<file path="src/design/fps_pkg.sv">
// Package: register map, field layout, reset values for presence and click logic
package fps_pkg;
  localparam logic [7:0] FPS_QPT_OFFSET = 8'h78;
  localparam logic [7:0] FPS_REFL_OFFSET = 8'h79;
  localparam logic [7:0] FPS_PSTAT_OFFSET = 8'h7a;
  localparam logic [7:0] FPS_SCCTL_OFFSET = 8'h7b;
  localparam logic [7:0] FPS_HOLD_OFFSET = 8'h7c;
  localparam logic [7:0] FPS_DBL_OFFSET = 8'h7d;
  localparam logic [7:0] FPS_MLIM_OFFSET = 8'h7e;
  localparam logic [7:0] FPS_FLAGS_OFFSET = 8'h7f;
  localparam logic [7:0] FPS_QPT_RESET = 8'h40;
  localparam logic [7:0] FPS_REFL_RESET = 8'h00;
  localparam logic [7:0] FPS_PSTAT_RESET = 8'h00;
  localparam logic [7:0] FPS_SCCTL_RESET = 8'h25;
  localparam logic [7:0] FPS_HOLD_RESET = 8'h45;
  localparam logic [7:0] FPS_DBL_RESET = 8'h1e;
  localparam logic [7:0] FPS_MLIM_RESET = 8'h19;
  localparam logic [7:0] FPS_FLAGS_RESET = 8'h00;
  localparam int FPS_SINGLE_BIT = 0;
  localparam int FPS_DOUBLE_BIT = 1;
  localparam int FPS_HOLD_BIT = 2;
  localparam int FPS_PRESENT_BIT = 0;
  localparam int FPS_HYST_LSB = 4;
  localparam int FPS_QHYST_LSB = 1;
  localparam int FPS_TIMRES_LSB = 4;
  localparam int FPS_HYST_SCALE = 8;
  localparam int FPS_QHYST_SCALE = 4;
  // Gesture timers count in ticks of this many clocks
  localparam int FPS_TICK_CYCLES = 1250;
  localparam logic [7:0] FPS_PSTAT_WMASK = 8'hfe;
  localparam logic [7:0] FPS_SCCTL_WMASK = 8'h77;
  localparam logic [7:0] FPS_FLAGS_WMASK = 8'h07;
endpackage : fps_pkg

</file>
<file path="src/design/fps_presence.sv">
// Finger presence decision with hysteresis on reflectivity and quality
`timescale 1ns/1ps
`default_nettype none
module fps_presence (
  input wire logic CLK_IN, // Clock
  input wire logic SRST_IN, // Sync reset
  input wire logic sample_in, // New frame sample
  input wire logic [7:0] refl_in, // Reflectivity value
  input wire logic [7:0] qual_in, // Surface quality
  input wire logic [7:0] refl_thr_in, // Reflectivity threshold
  input wire logic [7:0] qual_thr_in, // Quality threshold
  input wire logic qual_en_in, // Quality presence enable
  input wire logic [3:0] hyst_in, // Hysteresis boundary
  input wire logic [2:0] qhyst_in, // Quality hysteresis boundary
  output logic present_out // Finger present
);
  import fps_pkg::*;
  logic present_q;
  logic present_d;
  wire [8:0] hyst_w = 9'(FPS_HYST_SCALE * hyst_in);
  wire [8:0] qhyst_w = 9'(FPS_QHYST_SCALE * qhyst_in);
  wire refl_on = {1'b0, refl_in} >= {1'b0, refl_thr_in} + hyst_w;
  wire refl_off = {1'b0, refl_in} + hyst_w < {1'b0, refl_thr_in};
  wire qual_on = {1'b0, qual_in} >= {1'b0, qual_thr_in} + qhyst_w;
  wire qual_off = {1'b0, qual_in} + qhyst_w < {1'b0, qual_thr_in};
  wire on_w = refl_on | (qual_en_in & qual_on);
  wire off_w = refl_off & (~qual_en_in | qual_off);
  always_comb begin
    present_d = present_q;
    if (sample_in && on_w) begin
      present_d = 1'b1;
    end else if (sample_in && off_w) begin
      present_d = 1'b0;
    end
  end
  always_ff @(posedge CLK_IN) begin
    if (SRST_IN) begin
      present_q <= 1'b0;
    end else begin
      present_q <= present_d;
    end
  end
  assign present_out = present_q;
endmodule : fps_presence
`default_nettype wire

</file>
<file path="src/design/fps_tick.sv">
// Free-running tick generator for gesture timers
`timescale 1ns/1ps
`default_nettype none
module fps_tick #(
  parameter int TICK_CYCLES = 1250
) (
  input wire logic CLK_IN, // Clock
  input wire logic SRST_IN, // Sync reset
  output logic tick_out // One-cycle tick
);
  logic [15:0] cnt_q;
  logic tick_q;
  wire wrap_w = cnt_q == 16'(TICK_CYCLES - 1);
  always_ff @(posedge CLK_IN) begin
    if (SRST_IN) begin
      cnt_q <= 16'h0000;
      tick_q <= 1'b0;
    end else begin
      cnt_q <= wrap_w ? 16'h0000 : cnt_q + 16'h0001;
      tick_q <= wrap_w;
    end
  end
  assign tick_out = tick_q;
endmodule : fps_tick
`default_nettype wire

</file>
<file path="src/design/fps_regs.sv">
// Presence and soft-click register bank with gesture recognizer
// Overview of operation
// - Quality threshold comparison used only when quality presence enable set.
// - Hold eight-bit reflectivity value; larger means more reflective.
// - Presence hysteresis equals eight times status bits 7:4.
// - Quality hysteresis equals four times status bits 3:1.
// - Status bit 0 shows finger present.
// - Hold timer resets per three-bit threshold in control bits 6:4.
// - Single, double, hold detection gated by control bits 0,1,2.
// - Wait at least programmed delay before signalling tap-and-hold.
// - Second click within programmed window becomes double click.
// - Single click valid only if X plus Y motion below limit.
// - Record gesture on soft-click event; host reads flags register.
// - Flags: bit 2 hold, bit 1 double, bit 0 single.
`timescale 1ns/1ps
`default_nettype none
module fps_regs #(
  parameter int TICK_CYCLES = fps_pkg::FPS_TICK_CYCLES
) (
  input wire logic CLK_IN, // 125 MHz clock
  input wire logic SRST_IN, // Sync reset, active high
  input wire logic REG_WR_IN, // Register write strobe
  input wire logic REG_RD_IN, // Register read strobe
  input wire logic [7:0] REG_ADDR_IN, // Register address
  input wire logic [7:0] REG_WDATA_IN, // Write data
  output logic [7:0] REG_RDATA_OUT, // Read data, registered
  input wire logic QUAL_EN_IN, // Quality presence enable from engine config
  input wire logic FRAME_IN, // Frame done pulse
  input wire logic [7:0] REFL_IN, // Measured reflectivity
  input wire logic [7:0] QUAL_IN, // Surface quality
  input wire logic [7:0] REFL_THR_IN, // Reflectivity threshold
  input wire logic [7:0] DELTA_X_IN, // Motion X magnitude
  input wire logic [7:0] DELTA_Y_IN, // Motion Y magnitude
  output logic PRESENT_OUT, // Finger present
  output logic CLICK_EVENT_OUT // Soft-click event pulse
);
  import fps_pkg::*;
  typedef enum logic [2:0] {
    ST_IDLE, ST_TOUCH, ST_WAIT2, ST_TOUCH2, ST_HELD
  } fps_state_type;
  fps_state_type state_q;
  fps_state_type state_d;
  logic [7:0] qpt_q;
  logic [7:0] refl_q;
  logic [7:0] pstat_q;
  logic [7:0] scctl_q;
  logic [7:0] hold_q;
  logic [7:0] dbl_q;
  logic [7:0] mlim_q;
  logic [7:0] flags_q;
  logic [7:0] rdata_q;
  logic [7:0] timer_q;
  logic [2:0] still_q;
  logic [8:0] motion_q;
  logic evt_q;
  logic [2:0] set_d;
  logic tick;
  logic present;
  logic frame_s1_q;
  logic frame_s2_q;
  logic frame_s3_q;

  function automatic logic hit(input logic [7:0] a, input logic [7:0] off);
    return REG_WR_IN && a == off;
  endfunction

  fps_tick #(.TICK_CYCLES(TICK_CYCLES)) u_tick (
    .CLK_IN(CLK_IN),
    .SRST_IN(SRST_IN),
    .tick_out(tick)
  );

  // Frame pulse comes from the imaging side; resynchronise
  wire frame_w = frame_s2_q & ~frame_s3_q;

  fps_presence u_presence (
    .CLK_IN(CLK_IN),
    .SRST_IN(SRST_IN),
    .sample_in(frame_w),
    .refl_in(REFL_IN),
    .qual_in(QUAL_IN),
    .refl_thr_in(REFL_THR_IN),
    .qual_thr_in(qpt_q),
    .qual_en_in(QUAL_EN_IN),
    .hyst_in(pstat_q[7:FPS_HYST_LSB]),
    .qhyst_in(pstat_q[3:FPS_QHYST_LSB]),
    .present_out(present)
  );

  wire en_single = scctl_q[FPS_SINGLE_BIT];
  wire en_double = scctl_q[FPS_DOUBLE_BIT];
  wire en_hold = scctl_q[FPS_HOLD_BIT];
  wire [2:0] timres_w = scctl_q[6:FPS_TIMRES_LSB];
  wire [8:0] frame_sum_w = {1'b0, DELTA_X_IN} + {1'b0, DELTA_Y_IN};
  // Sum kept one bit wider so saturation sees the true total
  wire [9:0] motion_raw_w = {1'b0, motion_q} + {1'b0, frame_sum_w};
  wire [8:0] motion_sum_w = (motion_raw_w > 10'h0ff) ? 9'h0ff : motion_raw_w[8:0];
  wire still_ok = motion_q < {1'b0, mlim_q};
  wire timer_sat = timer_q == 8'hff;
  wire released = ~present;

  always_comb begin
    state_d = state_q;
    set_d = 3'h0;
    case (state_q)
      ST_IDLE: begin
        if (present) begin
          state_d = ST_TOUCH;
        end
      end
      ST_TOUCH: begin
        if (en_hold && timer_q >= hold_q && still_q <= timres_w) begin
          set_d[FPS_HOLD_BIT] = 1'b1;
          state_d = ST_HELD;
        end else if (released) begin
          if (!still_ok) begin
            state_d = ST_IDLE;
          end else if (en_double) begin
            state_d = ST_WAIT2;
          end else begin
            set_d[FPS_SINGLE_BIT] = en_single;
            state_d = ST_IDLE;
          end
        end
      end
      ST_WAIT2: begin
        if (present && timer_q < dbl_q) begin
          state_d = ST_TOUCH2;
        end else if (timer_q >= dbl_q) begin
          set_d[FPS_SINGLE_BIT] = en_single;
          state_d = ST_IDLE;
        end
      end
      ST_TOUCH2: begin
        if (released) begin
          set_d[FPS_DOUBLE_BIT] = still_ok;
          state_d = ST_IDLE;
        end
      end
      ST_HELD: begin
        if (released) begin
          state_d = ST_IDLE;
        end
      end
      default: begin
        state_d = ST_IDLE;
      end
    endcase
  end

  wire state_change = state_d != state_q;

  always_ff @(posedge CLK_IN) begin
    if (SRST_IN) begin
      frame_s1_q <= 1'b0;
      frame_s2_q <= 1'b0;
      frame_s3_q <= 1'b0;
    end else begin
      frame_s1_q <= FRAME_IN;
      frame_s2_q <= frame_s1_q;
      frame_s3_q <= frame_s2_q;
    end
  end

  always_ff @(posedge CLK_IN) begin
    if (SRST_IN) begin
      state_q <= ST_IDLE;
      timer_q <= 8'h00;
      still_q <= 3'h0;
      motion_q <= 9'h000;
    end else begin
      state_q <= state_d;
      if (state_change) begin
        timer_q <= 8'h00;
      end else if (tick && !timer_sat) begin
        timer_q <= timer_q + 8'h01;
      end
      if (state_change || (frame_w && frame_sum_w == 9'h000)) begin
        still_q <= 3'h0;
      end else if (frame_w && still_q != 3'h7) begin
        still_q <= still_q + 3'h1;
      end
      if (state_d == ST_TOUCH && state_q != ST_TOUCH) begin
        motion_q <= 9'h000;
      end else if (frame_w) begin
        motion_q <= motion_sum_w;
      end
      if (state_q == ST_TOUCH && still_q > timres_w && frame_w && frame_sum_w != 9'h000) begin
        timer_q <= 8'h00;
      end
    end
  end

  always_ff @(posedge CLK_IN) begin
    if (SRST_IN) begin
      refl_q <= FPS_REFL_RESET;
    end else if (hit(REG_ADDR_IN, FPS_REFL_OFFSET)) begin
      refl_q <= REG_WDATA_IN;
    end else if (frame_w) begin
      refl_q <= REFL_IN;
    end
  end

  always_ff @(posedge CLK_IN) begin
    if (SRST_IN) begin
      qpt_q <= FPS_QPT_RESET;
      pstat_q <= FPS_PSTAT_RESET;
      scctl_q <= FPS_SCCTL_RESET;
      hold_q <= FPS_HOLD_RESET;
      dbl_q <= FPS_DBL_RESET;
      mlim_q <= FPS_MLIM_RESET;
    end else begin
      if (hit(REG_ADDR_IN, FPS_QPT_OFFSET)) begin
        qpt_q <= REG_WDATA_IN;
      end
      pstat_q[FPS_PRESENT_BIT] <= present;
      if (hit(REG_ADDR_IN, FPS_PSTAT_OFFSET)) begin
        pstat_q[7:1] <= REG_WDATA_IN[7:1] & FPS_PSTAT_WMASK[7:1];
      end
      if (hit(REG_ADDR_IN, FPS_SCCTL_OFFSET)) begin
        scctl_q <= REG_WDATA_IN & FPS_SCCTL_WMASK;
      end
      if (hit(REG_ADDR_IN, FPS_HOLD_OFFSET)) begin
        hold_q <= REG_WDATA_IN;
      end
      if (hit(REG_ADDR_IN, FPS_DBL_OFFSET)) begin
        dbl_q <= REG_WDATA_IN;
      end
      if (hit(REG_ADDR_IN, FPS_MLIM_OFFSET)) begin
        mlim_q <= REG_WDATA_IN;
      end
    end
  end

  // host writes zero, new event wins
  wire [7:0] flags_keep = hit(REG_ADDR_IN, FPS_FLAGS_OFFSET) ?
    (flags_q & REG_WDATA_IN & FPS_FLAGS_WMASK) : flags_q;

  always_ff @(posedge CLK_IN) begin
    if (SRST_IN) begin
      flags_q <= FPS_FLAGS_RESET;
      evt_q <= 1'b0;
    end else begin
      flags_q <= flags_keep | {5'h00, set_d};
      evt_q <= |set_d;
    end
  end

  always_comb begin
    case (REG_ADDR_IN)
      FPS_QPT_OFFSET: REG_RDATA_OUT = 8'h00;
      default: REG_RDATA_OUT = 8'h00;
    endcase
    REG_RDATA_OUT = rdata_q;
  end

  wire [7:0] rd_mux =
    (REG_ADDR_IN == FPS_QPT_OFFSET) ? qpt_q :
    (REG_ADDR_IN == FPS_REFL_OFFSET) ? refl_q :
    (REG_ADDR_IN == FPS_PSTAT_OFFSET) ? pstat_q :
    (REG_ADDR_IN == FPS_SCCTL_OFFSET) ? scctl_q :
    (REG_ADDR_IN == FPS_HOLD_OFFSET) ? hold_q :
    (REG_ADDR_IN == FPS_DBL_OFFSET) ? dbl_q :
    (REG_ADDR_IN == FPS_MLIM_OFFSET) ? mlim_q :
    (REG_ADDR_IN == FPS_FLAGS_OFFSET) ? flags_q : 8'h00;

  // Read data held until next read so the serial side can shift it out
  always_ff @(posedge CLK_IN) begin
    if (SRST_IN) begin
      rdata_q <= 8'h00;
    end else if (REG_RD_IN) begin
      rdata_q <= rd_mux;
    end
  end

  assign PRESENT_OUT = pstat_q[FPS_PRESENT_BIT];
  assign CLICK_EVENT_OUT = evt_q;
endmodule : fps_regs
`default_nettype wire

</file>
<file path="config.mk">
export PLATFORM = sky130hd
export DESIGN_NAME = fps_regs
export DESIGN_NICKNAME = d
export VERILOG_FILES = /design/src/design/fps_pkg.sv /design/src/design/fps_presence.sv /design/src/design/fps_tick.sv /design/src/design/fps_regs.sv
export SDC_FILE = /design/constraint.sdc
export NUM_CORES = 1
export LEC_CHECK = 0
export BUFFER_PORTS_ARGS = -buffer_cell sky130_fd_sc_hd__buf_2
export CAP_MARGIN = 40
export CORE_ASPECT_RATIO = 1.25
export CORE_MARGIN = 3
export CORE_UTILIZATION = 44
export CTS_BUF_LIST = sky130_fd_sc_hd__clkbuf_2
export CTS_CLUSTER_SIZE = 16
export DETAILED_ROUTE_END_ITERATION = 6
export HOLD_SLACK_MARGIN = 0.12
export PLACE_DENSITY_LB_ADDON = 0.1
export SYNTH_ARGS = -nofsm -noshare
export SYNTH_HDL_FRONTEND = slang
export SYNTH_SLANG_ARGS = --single-unit
</file>
<file path="constraint.sdc">
create_clock -name CLK_IN -period 8.6 [get_ports CLK_IN]
set_input_delay 0.43 -clock CLK_IN [delete_from_list [all_inputs] [get_ports CLK_IN]]
set_output_delay 0.43 -clock CLK_IN [all_outputs]
set_load 0.02 [all_outputs]
</file>
**After elaboration in Yosys (flattened, before gate mapping)**

Index checks and enable logic that the tools add are counted.

- Input port bits: 62
- Logic and storage cells: 135
- Bits in registers: 115
- Output and inout bits: 10

- Magnitude comparators: 11
- Equality and inequality tests: 18
- Bitwise gates (word level): 9
- Add/subtract/negate cells: 9
- Multiplexer cells: 34
- Reductions and logical operators: 33

Operator list:

| kind | count |
|---|---|
| $mux W8 | 11 |
| $eq A8 B7 Y1 const B | 8 |
| $lt A9 B8 Y1 | 3 |
| $mux W3 | 7 |
| $logic_and A1 B1 Y1 | 20 |
| $add A8 B5 Y9 | 2 |
| $add A8 B7 Y9 | 2 |
| $ge A8 B9 Y1 | 2 |
| $add A16 B1 Y16 const B | 1 |
| $eq A16 B11 Y1 const B | 1 |
| $ge A8 B8 Y1 | 2 |
| $mux W1 | 12 |
| $pmux W3 S4 | 1 |
| $add A9 B9 Y10 | 1 |
| $gt A10 B8 Y1 const B | 1 |
| $add A8 B8 Y9 | 1 |
| $logic_not A9 Y1 | 1 |
| $mux W9 | 1 |
| $reduce_bool A9 Y1 | 1 |
| $add A8 B1 Y8 const B | 1 |
| $eq A8 B8 Y1 const B | 1 |
| $lt A8 B8 Y1 | 1 |
| $or A8 B3 Y8 | 1 |
| $reduce_or A2 Y1 | 4 |
| other kinds (20) | 28 |

**Longest topological paths before layout**

Gate-level depths: netlist of the first run.

- Depth after elaboration: 9
- Gate-level depth with buffers: 12
- Gate-level depth less buffers: 12

**Modules after synthesis**

Synthesis of the first run repeated with hierarchy kept, for this count alone.

- Cells, all modules: 907
- Area total of the unflattened synthesis: 7579.8 um2

Modules (own cells, without submodules):

| module | instances | cells each | seq. area each (um2) | area each (um2) |
|---|---|---|---|---|
| fps_regs | 1 | 666 | 1841.8 | 5544.1 |
| fps_presence | 1 | 155 | 20.0 | 1263.7 |
| fps_tick | 1 | 86 | 340.3 | 772.0 |

**Worst setup path before layout of the first run**

OpenSTA, ideal clock, no wires.

- Path kind: input to register
- Start point: input DELTA_X_IN[0]
- End point: register motion_q[0]
- Stages on the path: 11
- Slack: 5489 ps
- Arrival time: 2992 ps
- Setup time: 119 ps
- Data required time: 8481 ps
- Path through: ha_1 -> fa_1 -> a21o_1 -> a21oi_1 -> xnor2_1 -> ha_1 -> a21oi_1 -> o21ai_0 -> a211oi_1 -> o31ai_4 -> o221a_2

- Cells in the longest elaborated chain, start to end: 4

Ends and longest elaborated chain:

| item | line | source |
|---|---|---|
| start: declaration | fps_regs.sv:32 | `input wire logic [7:0] DELTA_X_IN,` |
| $add A8 B8 Y9 * | fps_regs.sv:94 | `wire [8:0] frame_sum_w = {1'b0, DELTA_X_IN} + {1'b0, DELTA_Y_IN};` |
| $add A9 B9 Y10 * | fps_regs.sv:96 | `wire [9:0] motion_raw_w = {1'b0, motion_q} + {1'b0, frame_sum_w};` |
| $gt A10 B8 Y1 | fps_regs.sv:97 | `wire [8:0] motion_sum_w = (motion_raw_w > 10'h0ff) ? 9'h0ff : motion_raw_w[8:0];` |
| $mux W9 * | fps_regs.sv:97 |  |
| end signal: assignment | fps_regs.sv:186 | `motion_q <= motion_sum_w;` |
| end: declaration | fps_regs.sv:54 | `logic [8:0] motion_q;` |

Every way passes the cells marked *; elsewhere a longest branch is shown, timed or not.
A chain may end at the register's enable or synchronous reset.

**Worst setup path in the final report of the first run**

- Start point: register pstat_q[1]
- End point: register u_presence.present_q, in the netlist u_presence.present_out

- Cells in the longest elaborated chain, start to end: 6

Ends and longest elaborated chain:

| item | line | source |
|---|---|---|
| start: declaration | fps_regs.sv:45 | `logic [7:0] pstat_q;` |
| start signal: indexed assignment | fps_regs.sv:216 | `pstat_q[FPS_PRESENT_BIT] <= present;` |
| start signal: assignment | fps_regs.sv:218 | `pstat_q[7:1] <= REG_WDATA_IN[7:1] & FPS_PSTAT_WMASK[7:1];` |
| $add A8 B5 Y9, on equally long branches | fps_presence.sv:24, fps_presence.sv:25 |  |
| $ge A8 B9 Y1 or $lt A9 B8 Y1 (tied branches) | fps_presence.sv:24, fps_presence.sv:25 |  |
| $and A1 B1 Y1 or $or A1 B1 Y1 (tied branches) | fps_presence.sv:26, fps_presence.sv:27 |  |
| $or A1 B1 Y1 or $and A1 B1 Y1 (tied branches) | fps_presence.sv:26, fps_presence.sv:27 |  |
| $logic_and A1 B1 Y1, on equally long branches | fps_presence.sv:30, fps_presence.sv:32 |  |
| $mux W1 or $reduce_bool A2 Y1 (tied branches) | - |  |
| end signal: assignment | fps_presence.sv:40 | `present_q <= present_d;` |
| end: declaration | fps_presence.sv:18 | `logic present_q;` |

Parallel ways exist; a longest one is shown, timed or not.

==> results of run 1 <==
flip-flops by register name, summed over array words and instances, names as in the netlist, 3 cells and up:
register	cells
scctl_q	6
REG_RDATA_OUT	8
still_q	3
qpt_q	8
state_q	3
u_tick.cnt_q	16
hold_q	8
timer_q	8
pstat_q	8
dbl_q	8
mlim_q	8
flags_q	3
refl_q	8
motion_q	9
where the power goes:
group          switching [uW]  leakage, uW  internal [uW]
Sequential               8.13     0.000890            520
Combinational             106      0.00259           81.8
Clock                     178    0.0000691           70.2
stage by stage:
step	setup slack [ns]	util (%)	power (uW)
after floorplan	5.49	-	663
after global placement	5.25	48.5	710
after detailed placement	5.14	48.5	717
after CTS	5.72	50.8	978
after global routing	5.54	50.8	1020
final	5.76	50.8	965
area by class of cell:
cell class	count	area, sq um	area share, %
timing repair buffer	100	636	7.60
inverter	67	251	3.01
clock buffer	9	45.0	0.539
sequential	110	2200	26.3
antenna	1	2.50	0.0299
clock inverter	7	80.1	0.958
tap	216	270	3.23
multi-input combinational	639	4880	58.3
how the worst max path moves through the flow:
stage,cells after the start,endpoint,from,slack [ns]
after floorplan,11,motion_q[0],DELTA_X_IN[0],5.49
after global placement,12,motion_q[1],DELTA_X_IN[0],5.25
after detailed placement,12,motion_q[2],DELTA_X_IN[0],5.14
after CTS,11,u_presence.present_out,pstat_q[1],5.72
after global routing,11,u_presence.present_out,pstat_q[1],5.54
final,11,u_presence.present_out,pstat_q[1],5.76
synthesized netlist by cell type, drive strengths merged (18+ instances only):
library cell and count:
inv 67, a21oi 40, mux2i 42, nor2 104, o21ai 31, xnor2 26, nand2 45, nor3 19
nor2b 21, dfxtp 110, xor2 18, ha 90
kinds of logic after synthesis:
| family | Yosys count | synth area share (%) |
|---|---|---|
| flops | 110 | 29.4 |
| buf+inv | 98 | 5.37 |
| compound gates | 184 | 18.3 |
| simple gates | 269 | 18.4 |
| mux | 46 | 6.67 |
| xor+xnor | 44 | 5.15 |
| fa+ha+maj | 96 | 16.7 |
worst max-delay path, stage by stage, from the launching register on:
cell	delay, ns
dfxtp_1	0.49
ha_1	0.19
inv_1	0.05
fa_1	0.40
nor2b_1	0.17
o21ai_0	0.12
xnor2_1	0.14
ha_1	0.19
or4_1	0.53
a211oi_1	0.22
or3_1	0.19
nand3_1	0.08
routing by layer:
metal / wire length, microns / global-route usage (%) / vias to the layer above
li1: - / - / 3202
met1: 7640 / 23.4 / 2977
met2: 10000 / 39.3 / 117
met3: 609 / 3.19 / 35
met4: 473 / 7.45 / 0
met5: 0 / 0 / -
what timing repair did:
action,4_1_cts,5_1_grt
endpoints found under the hold margin,48,0
setup endpoints to repair,0,0
hold buffers,25,0
resized for setup,0,0
==> out/metrics.cfg, run 1 <==
[yosys]
synth_cells=847
yosys-top-cells-area=dfxtp_1 (29%), ha_1 (15%), mux2i_1 (5.6%)
synthesis.area_sq_mm=0.00748
synth_top_cell_by_area=dfxtp_1
synth_cell_types=70
synth_top_area_share_pct=29.4
syn_nets=1005
yosysWarnings=0
syn_area_per_cell_sq_um=8.83
synthFlopType=dfxtp_1
ys_ff_latch=110
synth_edf_count=0
synthArstFlopShare_pct=0
ys_seq_area_share_pct=29.4

[min_path]
min-delay-start=QUAL_EN_IN
holdPathStages=4
worstHoldPathType=in -> reg
hold_end=u_presence.present_out

[route]
vias_per_cell=5.51
drc=0
drt_wl_total_mm=18.8
drtAntennaViolNets=0
wire_per_inst_microns=16.3
first_pass_iters=4
drtIter0Drc=328
via_count=6331

[timing]
clock_skew_ns=0.0526
finalHoldViolCount=0
fmax_mhz=352
fin_crit_ns=2.84
relSlewSlack_pct=39.4
setup_violations=0
final_max_slew_viol_count=0
tns_ns=0
worst_pin_slew_ns=0.905
hold_ws_ns=0.210
rsz0062_at_grt=no
post-route-period-util_pct=33.0

[die]
dieArea_sq_mm=0.0186
ios=72
die_w_microns=123
initial_core_util_pct=45.4
num_rows=52
coreArea_sq_mm=0.0165
die_y_microns=152

[clock_network]
cts_root_buf=clkbuf_2
postCtsSetupBuffers=0
cts_buffer_depth=2
numCtsBuffers=9
cts_num_sinks=110
insertion_delay_ns=0.64
cts_tree=built
path_clk_slew_ns=0.33
htreeDepth=3

[layout]
fillers=1566
final-instance-count-excl-fill=1149
fin_area_sq_mm=0.00836
drive_above_1_share_pct=13.2
areaGrowthSynthToFinish_pct=11.8
layout_commonest_cell=dfxtp_1
final_nets=1085
mostFrequentLayoutCells=dfxtp_1 (110), nor2_1 (102), ha_1 (90)

[worst_setup_path]
arrival_ns=3.42
end_kind=flop
cp.required_ns=9.17
crit_type=reg -> reg
worstReg2RegStart=pstat_q[1]
ff2ff_path_depth=11
rrSetupSlack_ns=5.76
crit_fanout=4
startpoint_type=flop
rr_endpoint=u_presence.present_out

[pwr]
power_density_mw_per_mm2=115
cellLeakagePower_uw=0.00354
peakVddDrop_uv=117

[placement]
dpl.hpwl_mm=14.8
placed_cells=1107
port_buffers=71
place_area_sq_mm=0.00799
gp_congestion=0.865

[grt]
grt_pass1_wl_mm=30.6
antenna_found_initial=1
grt_pass1_vias=6336
grt-ovfl-total=0
grt_usage_pct=20.8
grt_max_degree=77

[status]
status=completed

[run]
max_cap_violations=0

No activity file was read; power rests on OpenSTA's default activity.
==> run 2: changes to the inputs <==
- ABC_AREA: not set -> 1
- clock period: 8.6 -> 2.7 ns (I/O delays scaled with it)
==> out/metrics.cfg, run 2 <==
[layout]
final-instance-count-excl-fill=1441  ; +25%
layout_commonest_cell=nand2_1
largest_reg_flops=16  ; unchanged
fillers=1730  ; +10%
largest_registers=u_tick.cnt_q (16), motion_q (9)
drive_above_1_share_pct=12.5  ; -0.73 points
fin_area_sq_mm=0.00901  ; +7.8%
mostFrequentLayoutCells=nand2_1 (194), inv_1 (170), dfxtp_1 (108)
areaGrowthSynthToFinish_pct=16.9
final_nets=1373  ; +27%
top_register=u_tick.cnt_q

[worst_setup_path]
ff2ff_path_depth=16  ; +5
crit_type=in -> reg
max_stage_delay_ns=0.57  ; +0.04 ns
end_kind=flop
startpoint_type=input pin
path_cells=dlygate4sd3_1 -> buf_2 -> ha_1 -> dlygate4sd3_1 -> ha_2 -> inv_1 -> fa_1 -> o21ai_2 -> nand2_1 -> nand3_1 -> xor2_2 -> nor2_4 -> buf_4 -> a31oi_1
cp.depth=14  ; +3
arrival_ns=3.22  ; -0.20 ns
cpMostUsedCell=dlygate4sd3_1
crit_fanout=5  ; +1
path_buf_inv=5  ; +4
cp.required_ns=3.30  ; -5.87 ns
cp_top_family=buffers and inverters
critPathSlowestCell=dlygate4sd3_1

[placement]
pre_cts_ws_ns=-0.0275  ; -5.17 ns
gp_congestion=0.876  ; +1.2%
place_area_sq_mm=0.00837  ; +4.9%
port_buffers=71  ; unchanged
dpl.hpwl_mm=16.1  ; +8.8%
placed_cells=1377  ; +24%

[min_path]
worstHoldPathType=in -> reg
holdPathStages=6  ; +2

[die]
num_rows=53  ; +1.9%
coreArea_sq_mm=0.0170  ; +3.1%
die_y_microns=154  ; +1.5%
ios=72  ; unchanged
die_w_microns=124  ; +1.5%
initial_core_util_pct=45.4  ; about the same
dieArea_sq_mm=0.0192  ; +3.0%

[grt]
antenna_found_initial=1  ; unchanged
grt-ovfl-total=0  ; unchanged
grt_max_degree=41  ; -47%
grt_usage_pct=21.6  ; +0.78 points
grt_pass1_wl_mm=33.8  ; +10%
grt_pass1_vias=6839  ; +7.9%

[clock_network]
htreeDepth=3  ; unchanged
numCtsBuffers=9  ; unchanged
cts_root_buf=clkbuf_2
cts_num_sinks=110  ; unchanged
cts_buffer_depth=2  ; unchanged
path_clk_slew_ns=0.28  ; -0.05 ns
insertion_delay_ns=0.66  ; +0.02 ns
cts_tree=built

[timing]
tns_ns=0  ; unchanged
worst_slack_ns=0.0739  ; -5.68 ns
worst_pin_slew_ns=0.614  ; -0.291 ns
clock_skew_ns=0.0304  ; -0.0222 ns
fmax_mhz=381
fin_crit_ns=2.63
hold_ws_ns=0.167  ; -0.0427 ns
final_max_slew_viol_count=0  ; unchanged
finalHoldViolCount=0  ; unchanged
setup_violations=0  ; unchanged
post-route-period-util_pct=97.3
relSlewSlack_pct=58.9  ; +19 points

[route]
vias_per_cell=5.04  ; -8.6%
drc=0  ; unchanged
routed.top_layer=met4
drtAntennaViolNets=0  ; unchanged
wl_met3_microns=760  ; +25%
wire_per_inst_microns=14.3  ; -13%
drtIter0Drc=447  ; +36%
first_pass_iters=5  ; +1
wl_met1_mm=9.44  ; +24%
wl_met2_mm=10.0  ; about the same
via_count=7257  ; +15%
drt_wl_total_mm=20.6  ; +9.6%

[yosys]
synth_edf_count=0  ; unchanged
synth_top_cell_by_area=dfxtp_1
synth_cells=1090  ; +29%
syn_nets=1248  ; +24%
yosysMostFrequentCell=nand2_1
yosysWarnings=0  ; unchanged
synth_top_area_share_pct=28.6  ; -0.89 points
ys_seq_area_share_pct=28.6  ; -0.89 points
syn_area_per_cell_sq_um=7.08  ; -20%
synthArstFlopShare_pct=0  ; unchanged
synth_common_cells=nand2_1 (194), inv_1 (170), dfxtp_1 (110)
ys_ff_latch=110  ; unchanged
synthesis.area_sq_mm=0.00771  ; +3.1%
yosys-top-cells-area=dfxtp_1 (29%), ha_1 (15%), nand2_1 (9.4%)
synth_cell_types=56  ; -20%
synthFlopType=dfxtp_1

[status]
status=completed

[pwr]
peakVddDrop_uv=257  ; +120%
cellLeakagePower_uw=0.00439  ; +24%
power_density_mw_per_mm2=361  ; +210%

[run]
max_cap_violations=0  ; unchanged

[run 2: cell count changes in the layout (fill, tap and decap cells not counted), moves of 40 or more]
cell,before,now
a21oi_1,39,100
inv_1,67,170
mux2i_1,42,2
nand2_1,45,194
nand3_1,15,79
o21ai_0,31,71
[run 2: final timing paths]
kind,startpoint,to,slack (ns)
worst min register to register,frame_s1_q,frame_s2_q,0.43
worst max-delay path,DELTA_Y_IN[0],motion_q[4],0.07
worst max register to register,qpt_q[4],u_presence.present_out,0.23
worst min-delay path,DELTA_X_IN[7],still_q[0],0.17
[run 2: power breakdown]
group | total, uW | internal [uW] | switching [uW]
clock | 902 | 312 | 590
sequential | 1680 | 1650 | 21.5
combinational | 672 | 285 | 387
[run 2: stage by stage]
step                utilization (%)  power (uW)
floorplan                         -        2110
global placement               49.3        2320
detailed placement             49.3        2330
CTS                            52.9        3280
global route                   53.1        3450
finish                         53.1        3250
[run 2: layer usage]
| layer | track usage [%] | up-vias |
|---|---|---|
| met1 | 27.6 | 3240 |
| li1 | - | 3862 |
| met2 | 38.0 | 136 |
| met3 | 3.09 | 19 |
| met5 | 0 | - |
| met4 | 6.11 | 0 |
[run 2: cells by family after synthesis]
| logic type | share of synthesized area [%] |
|---|---|
| mux | 0.260 |
| xor+xnor | 3.07 |
| flops | 28.6 |
| fa+ha+maj | 16.2 |
| buf+inv | 10.1 |
| compound gates | 15.7 |
| simple gates | 26.2 |
[run 2: cell type report]
type                    instances  area [sq um]  area share [%]
repair buffers                138           973            10.8
flip-flops and latches        110          2210            24.5
well taps                     220           275            3.05
multi-input cells             780          4750            52.7
inverters                     176           661            7.33
clock buffers                   9          45.0           0.500
diodes                          2          5.00          0.0555
clock inverters                 6          93.8            1.04
[run 2: worst register-to-register path, stage by stage, from the launching register on]
cell and delay, ns:
dfxtp_1 0.38, ha_1 0.34, nand2_1 0.06, nor2_1 0.10
a211oi_1 0.07, or2_2 0.29, nor2_1 0.12, xor2_1 0.19
ha_1 0.28, nand2_1 0.07, o21ai_0 0.09, nor2_1 0.11
nand3_1 0.11, nand2_1 0.08, nand2_1 0.05, nand2_1 0.05
nand2_1 0.04
[run 2: repair_timing]
action | 4_1_cts | 5_1_grt
hold endpoints to repair | 96 | 0
setup endpoints to repair | 0 | 9
hold buffers | 46 | 0
setup buffers | 0 | 1
gates resized for setup | 0 | 10
==> run 3: changes to the inputs <==
- ABC_AREA: 1 -> not set
==> out/metrics.cfg, run 3 (synthesis gave the netlist of run 1 again) <==
[route]
drtAntennaViolNets=0  ; unchanged
via_count=6593  ; -9.1%
first_pass_iters=5  ; unchanged
drt_wl_total_mm=19.8  ; -3.8%
vias_per_cell=5.52  ; +9.6%
drc=0  ; unchanged
wire_per_inst_microns=16.6  ; +16%
drtIter0Drc=321  ; -28%

[clock_network]
cts_buffer_depth=2  ; unchanged
cts_tree=built
path_clk_slew_ns=0.26  ; -0.02 ns
cts_root_buf=clkbuf_2
numCtsBuffers=9  ; unchanged
insertion_delay_ns=0.65  ; about the same
cts_num_sinks=110  ; unchanged
htreeDepth=3  ; unchanged

[layout]
fillers=1535  ; -11%
top_register=u_tick.cnt_q
mostFrequentLayoutCells=dfxtp_1 (105), nor2_1 (102), ha_1 (87)
largest_reg_flops=16  ; unchanged
final_util_pct=53.5  ; +0.36 points
areaGrowthSynthToFinish_pct=17.6
drive_above_1_share_pct=18.9  ; +6.5 points
largest_registers=u_tick.cnt_q (16), motion_q (9)
final_nets=1130  ; -18%
layout_commonest_cell=dfxtp_1

[worst_setup_path]
startpoint_type=flop
crit_type=reg -> reg
crit_fanout=3  ; -2
end_kind=flop
path_cells=buf_4 -> ha_2 -> fa_2 -> a21o_1 -> a21oi_2 -> xnor2_1 -> ha_1 -> or4_4 -> a21oi_2 -> o21ai_1 -> o2111ai_2 -> nand3_1
max_stage_delay_ns=0.48  ; -0.09 ns
ff2ff_path_depth=12  ; -4
worstReg2RegStart=pstat_q[4]
cp_top_family=adder cells
cp.required_ns=3.23  ; -0.07 ns
critPathSlowestCell=or4_4
arrival_ns=3.16  ; -0.06 ns
path_buf_inv=1  ; -4
cpMostUsedCell=a21oi_2
cp.depth=12  ; -2
crit_start=pstat_q[4]
rrSetupSlack_ns=0.07  ; -0.16 ns

[pwr]
power_frac_comb_pct=22.7  ; +2.0 points
p_int_uw=2140  ; -5.1%
netSwitchingFraction_pct=31.4  ; +0.70 points
power.switching_uw=980  ; -1.9%
clockPowerShare_pct=23.4  ; -4.3 points
power_density_mw_per_mm2=354  ; -1.7%
power_uw=3120  ; -4.1%
cellLeakagePower_uw=0.00377  ; -14%
seqPwrFrac_pct=53.9  ; +2.3 points
peakVddDrop_uv=163  ; -37%

[run]
max_cap_violations=0  ; unchanged

[timing]
finalHoldViolCount=0  ; unchanged
tns_ns=0  ; unchanged
fin_crit_ns=2.63  ; +0.00726 ns
fmax_mhz=380  ; -0.28%
hold_ws_ns=0.130  ; -0.0369 ns
rsz0062_at_grt=yes
setup_violations=0  ; unchanged
relSlewSlack_pct=52.0  ; -6.9 points
worst_pin_slew_ns=0.716  ; +0.102 ns
post-route-period-util_pct=97.5  ; +0.27 points
clock_skew_ns=0.0455  ; +0.0151 ns
final_max_slew_viol_count=0  ; unchanged

[die]
die_w_microns=123  ; -1.4%
initial_core_util_pct=45.4  ; about the same
die_y_microns=152  ; -1.5%
num_rows=52  ; -1.9%
dieArea_sq_mm=0.0186  ; -2.9%
ios=72  ; unchanged
coreArea_sq_mm=0.0165  ; -3.0%

[placement]
dpl.hpwl_mm=15.5  ; -3.4%
gp_congestion=0.869  ; -0.81%
port_buffers=71  ; unchanged

[grt]
antenna_found_initial=1  ; unchanged
grt-ovfl-total=0  ; unchanged
grt_max_degree=37  ; -9.8%
grt_pass1_wl_mm=32.1  ; -5.0%
grt_usage_pct=21.9  ; +0.31 points
grt_pass1_vias=6613  ; -3.3%

[status]
status=completed

[min_path]
holdPathStages=5  ; -1
worstHoldPathType=in -> reg
min-delay-start=REFL_THR_IN[6]

## run 3: power groups by stage
stage / clock, uW / combinational [uW] / sequential [uW]
3_3_place_gp: 0 / 638 / 1710
3_5_place_dp: 0 / 663 / 1710
4_1_cts: 753 / 705 / 1680
6_report: 730 / 707 / 1680
5_1_grt: 815 / 781 / 1690
2_1_floorplan: 0 / 413 / 1710
## run 3: worst min-delay path, cell delays in order
cell       delay [ns]
buf_2            0.09
ha_1             0.17
o21ai_0          0.13
o2111ai_2        0.12
nand3_1          0.08
## run 3: stage by stage
step / setup WS [ns] / area [sq um] / cells
finish: 0.0666 / 8800 / 1194
global route: -0.0197 / 8800 / 1194
CTS: 0.0125 / 8760 / 1193
detailed placement: -0.225 / 8260 / 1141
global placement: -0.125 / 8260 / 1141
floorplan: 0.00448 / 7500 / 847
## run 3: layout make-up
class	count	area (sq um)	share of cell area, %
diodes	1	2.50	0.0284
flip-flops and latches	110	2210	25.1
clock buffers	10	50.0	0.569
inverters	67	251	2.86
repair buffers	145	998	11.3
multi-input cells	639	4960	56.4
clock inverters	6	55.1	0.626
well taps	216	270	3.07
## run 3: worst paths after layout
| kind | end |
|---|---|
| worst max-delay path | u_presence.present_out |
| worst min-delay path | u_presence.present_out |
| worst max register to register | u_presence.present_out |
| worst min register to register | frame_s2_q |
## run 3: what timing repair did
action	4_1_cts	5_1_grt
pin swaps	3	3
gates cloned	0	0
endpoints found under the setup margin	1	1
hold buffers	35	0
buffers inserted	1	0
endpoints found under the hold margin	72	0
resized for setup	16	13
## run 3: layer usage
metal | vias up | global-route usage [%] | wire length (microns)
met3 | 44 | 2.27 | 702
met2 | 145 | 40.9 | 10400
met5 | - | 0 | 0
met1 | 3120 | 25.2 | 8070
li1 | 3284 | - | -
met4 | 0 | 9.30 | 639
